==> src/rtl/sdio_flag_cfg.svh <==
// offsets, bit positions, reset values and counts of the status flag bank
`ifndef SDIO_FLAG_CFG_SVH
`define SDIO_FLAG_CFG_SVH

`define OFS_STATUS 12'h034
`define OFS_CLEAR 12'h038
`define OFS_MASK 12'h03C

`define RESET_WORD 32'h0000_0000
`define STICKY_MASK 32'h00C0_07FF
`define LIVE_MASK 32'h003F_F800
`define MASK_VALID 32'h00FF_FFFF

`define BIT_RESP_CRC_FAIL 0
`define BIT_BLOCK_CRC_FAIL 1
`define BIT_RESP_TIMEOUT 2
`define BIT_DATA_TIMEOUT 3
`define BIT_CMD_SENT 7
`define BIT_DATA_END 8
`define BIT_START_BIT_ERR 9
`define BIT_BLOCK_DONE_OK 10
`define BIT_CMD_ACTIVE 11
`define BIT_TX_HALF_EMPTY 14
`define BIT_RX_FULL 17
`define BIT_TX_EMPTY 18
`define BIT_CARD_IRQ 22

`define RESP_TIMEOUT_CLKS 64
`define FIFO_HALF_WORDS 8
`define FLOW_MARGIN_WORDS 2
`define FIFO_DEPTH_DEF 32
`define DATA_LEN_W 25

`endif

==> src/rtl/sdio_flag_pkg.sv <==
// types shared by the status flag bank
package sdio_flag_pkg;
  typedef enum logic [1:0] {
    DATA_IDLE = 2'b01,
    DATA_MOVE = 2'b10
  } data_fsm_type;
  typedef logic [31:0] word_type;
  typedef logic [11:0] apb_addr_type;
  typedef logic [3:0] strb_type;
endpackage

==> src/rtl/sticky_flag_bank.sv <==
// bank of sticky flags: hardware sets, software clears, set wins
`timescale 1ns/1ps

module sticky_flag_bank #(
  parameter int WIDTH = 32
) (
  input wire logic pclk,
  input wire logic presetn,
  input wire logic [WIDTH-1:0] set_vec,
  input wire logic [WIDTH-1:0] clr_vec,
  output logic [WIDTH-1:0] flags_ff
);
  generate
    if (WIDTH < 1) begin : g_chk
      $error("sticky_flag_bank needs WIDTH of at least one");
    end
  endgenerate

  wire [WIDTH-1:0] nxt_flags = set_vec | (flags_ff & ~clr_vec);

  always_ff @(posedge pclk or negedge presetn) begin
    if (!presetn) begin
      flags_ff <= '0;
    end else begin
      flags_ff <= nxt_flags;
    end
  end
endmodule

==> src/rtl/response_timer.sv <==
// counts card clock enables while a command awaits its response
`timescale 1ns/1ps

module response_timer #(
  parameter int LIMIT = 64
) (
  input wire logic pclk,
  input wire logic presetn,
  input wire logic card_clk_en,
  input wire logic cmd_wait_resp,
  input wire logic resp_seen,
  output logic waiting_ff,
  output logic timeout_ff
);
  localparam int CNT_W = $clog2(LIMIT + 1);
  localparam logic [CNT_W-1:0] LAST = CNT_W'(LIMIT - 1);

  generate
    if (LIMIT < 1) begin : g_chk
      $error("response_timer needs LIMIT of at least one");
    end
  endgenerate

  logic [CNT_W-1:0] cnt_ff;
  wire tick = waiting_ff & card_clk_en & ~resp_seen;
  wire expire = tick & (cnt_ff == LAST);

  always_ff @(posedge pclk or negedge presetn) begin
    if (!presetn) begin
      waiting_ff <= 1'b0;
      cnt_ff <= '0;
      timeout_ff <= 1'b0;
    end else begin
      timeout_ff <= expire;
      if (cmd_wait_resp) begin
        waiting_ff <= 1'b1;
        cnt_ff <= '0;
      end else if (resp_seen || expire) begin
        waiting_ff <= 1'b0;
      end else if (tick) begin
        cnt_ff <= cnt_ff + 1'b1;
      end
    end
  end
endmodule

==> src/rtl/sdio_status_flag_clear.sv <==
// status flag bank with flag clear and interrupt mask registers on apb
//
// Our own choice: the APB register port.
`timescale 1ns/1ps
`include "sdio_flag_cfg.svh"

// How it works
// bits 23:22 and 10:0 stay set until software clears them.
// bits 21:11 follow their source conditions every cycle, never latched.
// the status register is read-only; bus writes leave flags untouched.
// bit 0 sets when a command response fails its crc.
// finished block sets bit 1 on crc failure, else bit 10.
// bit 2 sets after 64 card clocks without the expected response.
// bits 3, 4, 5 set on data timeout, tx underrun, rx overrun.
// bit 6 on good response crc, bit 7 on no-response command sent.
// bit 8 sets when the remaining byte counter reaches zero.
// bit 9 sets when a wide bus start bit is missing.
// bits 11, 12, 13 show command, transmit and receive activity.
// bit 14 high while eight or more tx words are free.
// bit 15 high while the rx fifo holds eight or more words.
// bit 17 rx full; with flow control two words early.
// bit 18 tx empty; with flow control already at two words.
// bits 16, 19, 20, 21 show tx full, rx empty, data present.
// bit 22 on card interrupt, bit 23 on ata completion signal.
// writing one to a clear bit clears that flag; zero does nothing.
// status and clear registers read zero after reset; here only the sticky bits do, live bits 21:11 follow their sources.
// counter reaching zero returns the data fsm to idle, sets data end.
// a mask register selects which flags drive the interrupt output.
// a set in the same cycle as its clear wins.
// reserved status bits read zero; reserved clear bits are ignored.
module sdio_status_flag_clear #(
  parameter int FIFO_DEPTH = `FIFO_DEPTH_DEF,
  parameter int RESP_LIMIT = `RESP_TIMEOUT_CLKS
) (
  input wire logic pclk,
  input wire logic presetn,
  input wire logic psel,
  input wire logic penable,
  input wire logic pwrite,
  input wire sdio_flag_pkg::apb_addr_type paddr,
  input wire sdio_flag_pkg::word_type pwdata,
  input wire sdio_flag_pkg::strb_type pstrb,
  output sdio_flag_pkg::word_type prdata,
  output logic pready,
  output logic pslverr,
  input wire logic card_clk_en,
  input wire logic cmd_wait_resp,
  input wire logic resp_crc_bad,
  input wire logic resp_crc_good,
  input wire logic cmd_sent_noresp,
  input wire logic block_done,
  input wire logic block_crc_bad,
  input wire logic data_timeout_evt,
  input wire logic tx_underrun_evt,
  input wire logic rx_overrun_evt,
  input wire logic start_bit_err_evt,
  input wire logic card_irq_evt,
  input wire logic ata_done_evt,
  input wire logic data_start,
  input wire logic [`DATA_LEN_W-1:0] data_len,
  input wire logic byte_strobe,
  input wire logic command_active,
  input wire logic tx_active,
  input wire logic rx_active,
  input wire logic hw_flow_ctrl,
  input wire logic [$clog2(FIFO_DEPTH+1)-1:0] tx_level,
  input wire logic [$clog2(FIFO_DEPTH+1)-1:0] rx_level,
  output logic irq,
  output logic data_busy
);
  import sdio_flag_pkg::*;

  localparam int LVL_W = $clog2(FIFO_DEPTH + 1);
  localparam logic [LVL_W-1:0] DEPTH_L = LVL_W'(FIFO_DEPTH);
  localparam logic [LVL_W-1:0] HALF_L = LVL_W'(`FIFO_HALF_WORDS);
  localparam logic [LVL_W-1:0] MARGIN_L = LVL_W'(`FLOW_MARGIN_WORDS);
  localparam logic [`DATA_LEN_W-1:0] ONE_LEFT = `DATA_LEN_W'(1);

  generate
    if (FIFO_DEPTH < 2 * `FIFO_HALF_WORDS) begin : g_chk_depth
      $error("FIFO_DEPTH too small for the half-level flags");
    end
    if (RESP_LIMIT < 1) begin : g_chk_limit
      $error("RESP_LIMIT must be at least one");
    end
  endgenerate

  // apb decode
  wire setup = psel & ~penable;
  wire access = psel & penable;
  wire hit_status = (paddr == `OFS_STATUS);
  wire hit_clear = (paddr == `OFS_CLEAR);
  wire hit_mask = (paddr == `OFS_MASK);
  wire mapped = hit_status | hit_clear | hit_mask;
  wire wr_status = access & pwrite & hit_status;
  wire wr_clear = access & pwrite & hit_clear;
  wire wr_mask = access & pwrite & hit_mask;
  wire rd_setup = setup & ~pwrite;
  wire [31:0] strb_mask = {{8{pstrb[3]}}, {8{pstrb[2]}}, {8{pstrb[1]}}, {8{pstrb[0]}}};

  assign pready = 1'b1;
  assign pslverr = access & ~mapped;

  // data path fsm with remaining byte counter
  data_fsm_type data_fsm_ff;
  data_fsm_type nxt_data_fsm;
  logic [`DATA_LEN_W-1:0] remaining_ff;
  logic [`DATA_LEN_W-1:0] nxt_remaining;

  wire last_byte = (data_fsm_ff == DATA_MOVE) & byte_strobe & (remaining_ff == ONE_LEFT);
  wire data_end_a = last_byte;

  always_comb begin
    nxt_data_fsm = data_fsm_ff;
    nxt_remaining = remaining_ff;
    case (data_fsm_ff)
      DATA_IDLE: begin
        if (data_start && (data_len != '0)) begin
          nxt_data_fsm = DATA_MOVE;
          nxt_remaining = data_len;
        end
      end
      DATA_MOVE: begin
        if (byte_strobe) begin
          nxt_remaining = remaining_ff - ONE_LEFT;
          if (remaining_ff == ONE_LEFT) begin
            nxt_data_fsm = DATA_IDLE;
          end
        end
      end
      default: begin
        nxt_data_fsm = DATA_IDLE;
        nxt_remaining = '0;
      end
    endcase
  end

  always_ff @(posedge pclk or negedge presetn) begin
    if (!presetn) begin
      data_fsm_ff <= DATA_IDLE;
      remaining_ff <= '0;
    end else begin
      data_fsm_ff <= nxt_data_fsm;
      remaining_ff <= nxt_remaining;
    end
  end

  assign data_busy = (data_fsm_ff == DATA_MOVE);

  // response timeout
  wire resp_timeout_evt;
  response_timer #(
    .LIMIT(RESP_LIMIT)
  ) u_resp_timer (
    .pclk(pclk),
    .presetn(presetn),
    .card_clk_en(card_clk_en),
    .cmd_wait_resp(cmd_wait_resp),
    .resp_seen(resp_crc_bad | resp_crc_good),
    .waiting_ff(),
    .timeout_ff(resp_timeout_evt)
  );

  // sticky flags
  wire block_bad = block_done & block_crc_bad;
  wire block_ok = block_done & ~block_crc_bad;
  wire [31:0] set_vec = {
    8'h00,
    ata_done_evt,
    card_irq_evt,
    11'h000,
    block_ok,
    start_bit_err_evt,
    data_end_a,
    cmd_sent_noresp,
    resp_crc_good,
    rx_overrun_evt,
    tx_underrun_evt,
    data_timeout_evt,
    resp_timeout_evt,
    block_bad,
    resp_crc_bad
  };
  wire [31:0] clr_vec = wr_clear ? (pwdata & strb_mask & `STICKY_MASK) : '0;
  wire [31:0] sticky_q;

  sticky_flag_bank #(
    .WIDTH(32)
  ) u_sticky (
    .pclk(pclk),
    .presetn(presetn),
    .set_vec(set_vec & `STICKY_MASK),
    .clr_vec(clr_vec),
    .flags_ff(sticky_q)
  );

  // live flags
  wire [LVL_W-1:0] tx_room = DEPTH_L - tx_level;
  wire tx_half_empty = (tx_room >= HALF_L);
  wire rx_half_full = (rx_level >= HALF_L);
  wire tx_full = (tx_level == DEPTH_L);
  wire rx_full = hw_flow_ctrl ? (rx_level >= DEPTH_L - MARGIN_L) : (rx_level == DEPTH_L);
  wire tx_empty = hw_flow_ctrl ? (tx_level <= MARGIN_L) : (tx_level == '0);
  wire rx_empty = (rx_level == '0);
  wire tx_has_data = (tx_level != '0);
  wire rx_has_data = (rx_level != '0);
  wire [10:0] live_bits = {
    rx_has_data,
    tx_has_data,
    rx_empty,
    tx_empty,
    rx_full,
    tx_full,
    rx_half_full,
    tx_half_empty,
    rx_active,
    tx_active,
    command_active
  };
  wire [31:0] status_word = (sticky_q & `STICKY_MASK) | ({10'h000, live_bits, 11'h000} & `LIVE_MASK);

  // interrupt mask and registered read data
  logic [31:0] mask_ff;
  logic [31:0] prdata_ff;
  logic irq_ff;
  wire [31:0] nxt_mask = (mask_ff & ~strb_mask) | (pwdata & strb_mask & `MASK_VALID);
  wire [31:0] rd_word = hit_status ? status_word : (hit_mask ? mask_ff : `RESET_WORD);
  wire irq_cause = |(status_word & mask_ff);

  always_ff @(posedge pclk or negedge presetn) begin
    if (!presetn) begin
      mask_ff <= `RESET_WORD;
      prdata_ff <= `RESET_WORD;
      irq_ff <= 1'b0;
    end else begin
      if (wr_mask) begin
        mask_ff <= nxt_mask;
      end
      if (rd_setup) begin
        prdata_ff <= rd_word;
      end
      irq_ff <= irq_cause;
    end
  end

  assign prdata = prdata_ff;
  assign irq = irq_ff;
endmodule

==> config.mk <==
export PLATFORM = sky130hd
export DESIGN_NAME = sdio_status_flag_clear
export DESIGN_NICKNAME = d
export VERILOG_FILES = /design/src/rtl/sdio_flag_pkg.sv /design/src/rtl/sticky_flag_bank.sv /design/src/rtl/response_timer.sv /design/src/rtl/sdio_status_flag_clear.sv
export VERILOG_INCLUDE_DIRS = /design/src /design/src/rtl
export SDC_FILE = /design/constraint.sdc
export NUM_CORES = 1
export LEC_CHECK = 0
export ABC_CLOCK_PERIOD_IN_PS = 3600
export BUFFER_PORTS_ARGS = -buffer_cell sky130_fd_sc_hd__buf_2
export CAP_MARGIN = 10
export CORE_MARGIN = 2
export CORE_UTILIZATION = 45
export DETAILED_ROUTE_END_ITERATION = 6
export GPL_ROUTABILITY_DRIVEN = 0
export GPL_TIMING_DRIVEN = 0
export PLACE_DENSITY = 0.78
export SLEW_MARGIN = 20
export SYNTH_ARGS = -nofsm -noshare
export SYNTH_HDL_FRONTEND = slang
export SYNTH_HIERARCHICAL = 1
export SYNTH_SLANG_ARGS = --single-unit
==> constraint.sdc <==
create_clock -name pclk -period 3.6 [get_ports pclk]
set_input_delay 0.18 -clock pclk [delete_from_list [all_inputs] [get_ports pclk]]
set_output_delay 0.18 -clock pclk [all_outputs]
set_load 0.03 [all_outputs]
-- After elaboration in Yosys (flattened, before gate mapping)
Index checks and enable logic that the tools add are counted.
- flip-flop bits (word level): 133
- input bits: 109
- output and inout port bits: 36
- $add $sub $neg: 3
- magnitude comparators: 4
- eq/ne operators: 13
- mux-type cells: 17
- bitwise operators: 31
- reductions and logical operators: 13
- operators with widths (kind ; number):
    32-bit bitwise AND ; 2
    32-bit 2-to-1 mux ; 2
    25-bit 2-to-1 mux ; 2
    25-bit case mux with 2 select lines ; 1
    12-bit by 6-bit equality test with 1-bit output, second input constant ; 3
    24-bit by 32-bit bitwise AND with 32-bit output ; 1
    24-bit inverter with 32-bit output ; 1
    32-bit inverter ; 1
    24-bit by 32-bit bitwise OR with 32-bit output ; 1
    32-bit by 24-bit bitwise OR with 32-bit output ; 1
    32-bit OR reduction ; 1
    25-bit by 1-bit equality test with 1-bit output, second input constant ; 1
    25-bit nonzero test ; 1
    25-bit by 1-bit subtractor with 25-bit output, second input constant ; 1
    24-bit bitwise AND ; 1
    24-bit 2-to-1 mux ; 1
    24-bit by 22-bit bitwise OR with 24-bit output ; 1
    7-bit 2-to-1 mux ; 3
    1-bit bitwise AND ; 14
    6-bit equality test, second input constant ; 2
    6-bit by 4-bit greater-or-equal comparator with 1-bit output, second input constant ; 2
    6-bit logical NOT ; 2
    6-bit nonzero test ; 2
    7-bit by 1-bit adder with 7-bit output, second input constant ; 1
    18 further kinds ; 33

-- Depth between registers and ports, before layout
- depth after elaboration: 7
- gate-level depth with buffers: 9
- mapped depth without buffers: 7

-- Modules after synthesis
Netlist, hierarchy kept.
- by module, submodules not included (module ; times used ; cells each ; area each (um2) ; sequential area each (um2)):
    sdio_status_flag_clear ; 1 ; 494 ; 4793.3 ; 2303.5
    sticky_flag_bank ; 1 ; 96 ; 1161.1 ; 800.8
    response_timer ; 1 ; 43 ; 461.7 ; 225.2

-- Worst setup path before layout
No wires, ideal clock.
- path kind: register to register
- start: register data_fsm_ff[0]
- end: register remaining_ff[8]
- setup time: 83 ps
- data arrival time: 1946 ps
- path slack: 1571 ps
- stages on the path, launching flop included: 9
- period minus slack after synthesis: 2029 ps
- cell sequence: dfstp_2 inv_1 ha_1 inv_1 o22ai_1 o21bai_1 or2_2 clkbuf_1 o21ai_0
- longest elaborated chain between the ends: 3
- RTL lines (element ; RTL line ; text):
    start: declaration ; sdio_status_flag_clear.sv:105 ; data_fsm_type data_fsm_ff;
    start signal: assignment ; sdio_status_flag_clear.sv:143 ; data_fsm_ff <= nxt_data_fsm;
    2-bit equality test * ; -- ;
    via data_busy ; sdio_status_flag_clear.sv:69 ; output logic data_busy
    2-bit inequality test (no source line) ; -- ;
    2-bit AND reduction (no source line) ; -- ;
    end signal: assignment ; sdio_status_flag_clear.sv:144 ; remaining_ff <= nxt_remaining;
    end: declaration ; sdio_status_flag_clear.sv:107 ; logic [`DATA_LEN_W-1:0] remaining_ff;
Mark *: on every way through the listed nets, which the timed path passes. The rest lies on a longest branch.
A chain may end at the register's enable or synchronous reset.

-- Final worst setup path
- start: register data_fsm_ff[0]
- end: register remaining_ff[5]
- longest elaborated chain between the ends: 3
- RTL lines (element ; RTL line ; text):
    2-bit by 1-bit equality test with 1-bit output / 2-bit equality test (equally long branches) ; sdio_status_flag_clear.sv:116 ; case (data_fsm_ff)
    2-bit inequality test (no source line) ; -- ;
    2-bit AND reduction (no source line) ; -- ;
Parallel ways exist; a longest one is shown, timed or not.

==> flow_summary.yaml <==
status:
  status: "completed"
grt:
  grt_pass1_wl_um: 26000
  gr-total-overflow: 0
  grt_pass1_vias: 5312
  antenna_found_initial: 0
  grt-busiest-layer: "met2"
  grt_max_degree: 76
  grtUsageMet1_pct: 31.7
  use_met3_pct: 4.99
  grtUsageMet2_pct: 41.0
  grt_use_total_pct: 24.9
cells_and_area:
  fill_cells: 1063
  final_cells: 933
  nNetsFinal: 862
  drive_gt1_share_pct: 28.6
  multiInputGateArea_mm2: 0.00265
  final_util_pct: 59.6
  register_area_mm2: 0.00285
  antennaDiodeCount: 0
  syn2layout_area_growth_pct: 30.3
pwr:
  p_clk_share_pct: 39.1
  p_sw_w: 0.00150
  finalPower_w: 0.00453
  cellPowerDensity_mw_per_mm2: 608
  p_int_w: 0.00303
  p_leak_nw: 3.48
  power_switching_share_pct: 33.2
  seq_power_share_pct: 32.9
  ir_drop_mv: 0.379
  combPwrFrac_pct: 28.0
die:
  die_x_um: 117
  pin_count: 145
  start_util_pct: 45.7
  core-area_mm2: 0.0125
  dieHeight_um: 117
  rows: 41
  die-area_mm2: 0.0136
timing:
  rsz0062_at_grt: "no"
  fin_crit_sh_pct: 71.0
  setup_viol: 0
  slew_headroom_pct: 41.5
  clock.fmax_ghz: 0.391
  fin_tns_setup_ns: 0
  slew_viol_final: 0
  setup_slack_ns: 1.04
  worst_pin_slew_ns: 0.870
  fin_skew_ns: 0.00619
  period_minus_slack_ns: 2.56
  hold_viol_final: 0
clock_network:
  cts.path.max_buffers: 2
  cts_buffers: 17
  htree_levels: 4
  cts_tree: "yes"
  clk_pin_slew_worst_paths_ns: 0.06
  cts_setup_buffers: 0
  clk_latency_ns: 0.41
  clock-sinks: 114
  root_buffer: "clkbuf_16"
yosys:
  syn_area_mm2: 0.00572
  synth_area_per_cell_um2: 9.95
  syn_inst: 575
  yosys_warnings: 6
  syn_nets: 689
critical_path:
  ff2ff_path_depth: 8
  path_class: "reg -> reg"
  r2r-start: "data_fsm_ff[0]$_DFFE_PN1P_"
  worstSetupStartpointType: "register"
  required_ns: 3.90
  r2r_slack_ns: 1.04
  critical_path.max_fanout: 10
  cp-end-kind: "register"
  critical_path_arrival_ns: 2.85
  r2r-end: "remaining_ff[5]$_DFFE_PN0P_"
drt:
  wl_per_cell_um: 17.6
  vias: 5353
  routed_wl_um: 16400
  drc: 0
  routed_via_density: 5.74
  drt-initial-drc-count: 526
  dr.pass1.iters: 5
  postRouteAntennaNets: 0
min_path:
  hold_start: "pwdata[12]"
  min_path_cells: 2
  worstHoldPathType: "in -> reg"
placement:
  dp_hpwl_um: 11800
  dp.cells: 882
  place_ws_ns: 1.01
  numPortBuffers: 134
run:
  maxCapViolations: 0
## power groups by stage
stage	registers [W]	logic, W	clock network, W
2_1_floorplan	0.00148	0.000867	0
3_3_place_gp	0.00150	0.00117	0
3_5_place_dp	0.00150	0.00122	0
4_1_cts	0.00148	0.00124	0.00180
5_1_grt	0.00150	0.00138	0.00186
6_report	0.00149	0.00127	0.00177
## metal layers
metal | part of all wire (%) | vias to the layer above | wire [um]
met5 | 0 | - | 0
met4 | 3.0 | 0 | 488
li1 | - | 2461 | -
met2 | 47 | 259 | 7700
met1 | 43 | 2580 | 7030
met3 | 7.2 | 53 | 1180
## worst max path at each step
stage	start	slack, ns	to	depth (start not counted)
after floorplan	data_fsm_ff[0]$_DFFE_PN1P_	1.57	remaining_ff[8]$_DFFE_PN0P_	8
after global placement	paddr[9]	1.01	u_sticky/flags_ff[4]$_DFF_PN0_	8
after detailed placement	paddr[9]	1.01	u_sticky/flags_ff[6]$_DFF_PN0_	8
after CTS	data_fsm_ff[0]$_DFFE_PN1P_	1.10	remaining_ff[8]$_DFFE_PN0P_	7
after global routing	data_fsm_ff[0]$_DFFE_PN1P_	0.93	remaining_ff[11]$_DFFE_PN0P_	7
final	data_fsm_ff[0]$_DFFE_PN1P_	1.04	remaining_ff[5]$_DFFE_PN0P_	8
## cell usage in the layout, fill, tap and decap left out, types with 4 or more instances in the layout
| cell type | instances |
|---|---|
| a32oi_1 | 10 |
| or3_1 | 4 |
| o21ai_0 | 53 |
| inv_1 | 26 |
| a21o_1 | 13 |
| bufinv_16 | 4 |
| and2_1 | 10 |
| a21oi_1 | 20 |
| o31ai_1 | 4 |
| and3_1 | 15 |
| nor3_1 | 15 |
| dfrtp_1 | 113 |
| dlygate4sd3_1 | 19 |
| ha_1 | 5 |
| o21ai_1 | 15 |
| xor2_1 | 6 |
| buf_2 | 136 |
| nand3_1 | 7 |
| nor4_1 | 13 |
| nand2_1 | 58 |
| clkinv_2 | 5 |
| nor2_1 | 29 |
| clkbuf_16 | 17 |
| a22oi_1 | 37 |
| mux2_2 | 24 |
| clkbuf_1 | 22 |
## cell type report
type | count | area share (%)
plain buffers | 28 | 1.61
clock buffers | 18 | 5.89
clock inverters | 14 | 2.50
inverters | 26 | 1.31
multi-input cells | 407 | 35.5
flip-flops and latches | 114 | 38.3
well taps | 172 | 2.89
repair buffers | 154 | 12.0
## critical path, stage by stage, from the launching register on
cell      delay, ns
dfstp_2        0.53
ha_1           0.32
nor4b_1        0.31
nand4_1        0.14
o21bai_1       0.38
buf_2          0.29
buf_2          0.28
nand2_1        0.09
o31ai_1        0.09
## per-stage QoR
stage	hold slack, ns	instance area, um^2
after detailed placement	0.123	6640
after CTS	0.00341	7460
final	0.0224	7460
after global placement	0.356	6610
after floorplan	-0.116	5720
after global routing	0.0160	7460
## timing repair
| action | CTS | global route |
|---|---|---|
| hold buffers | 19 | 0 |
| gates resized for setup | 0 | 0 |
| endpoints found under the hold margin | 57 | 0 |
Note: power is estimated with default switching activity, not from simulation.
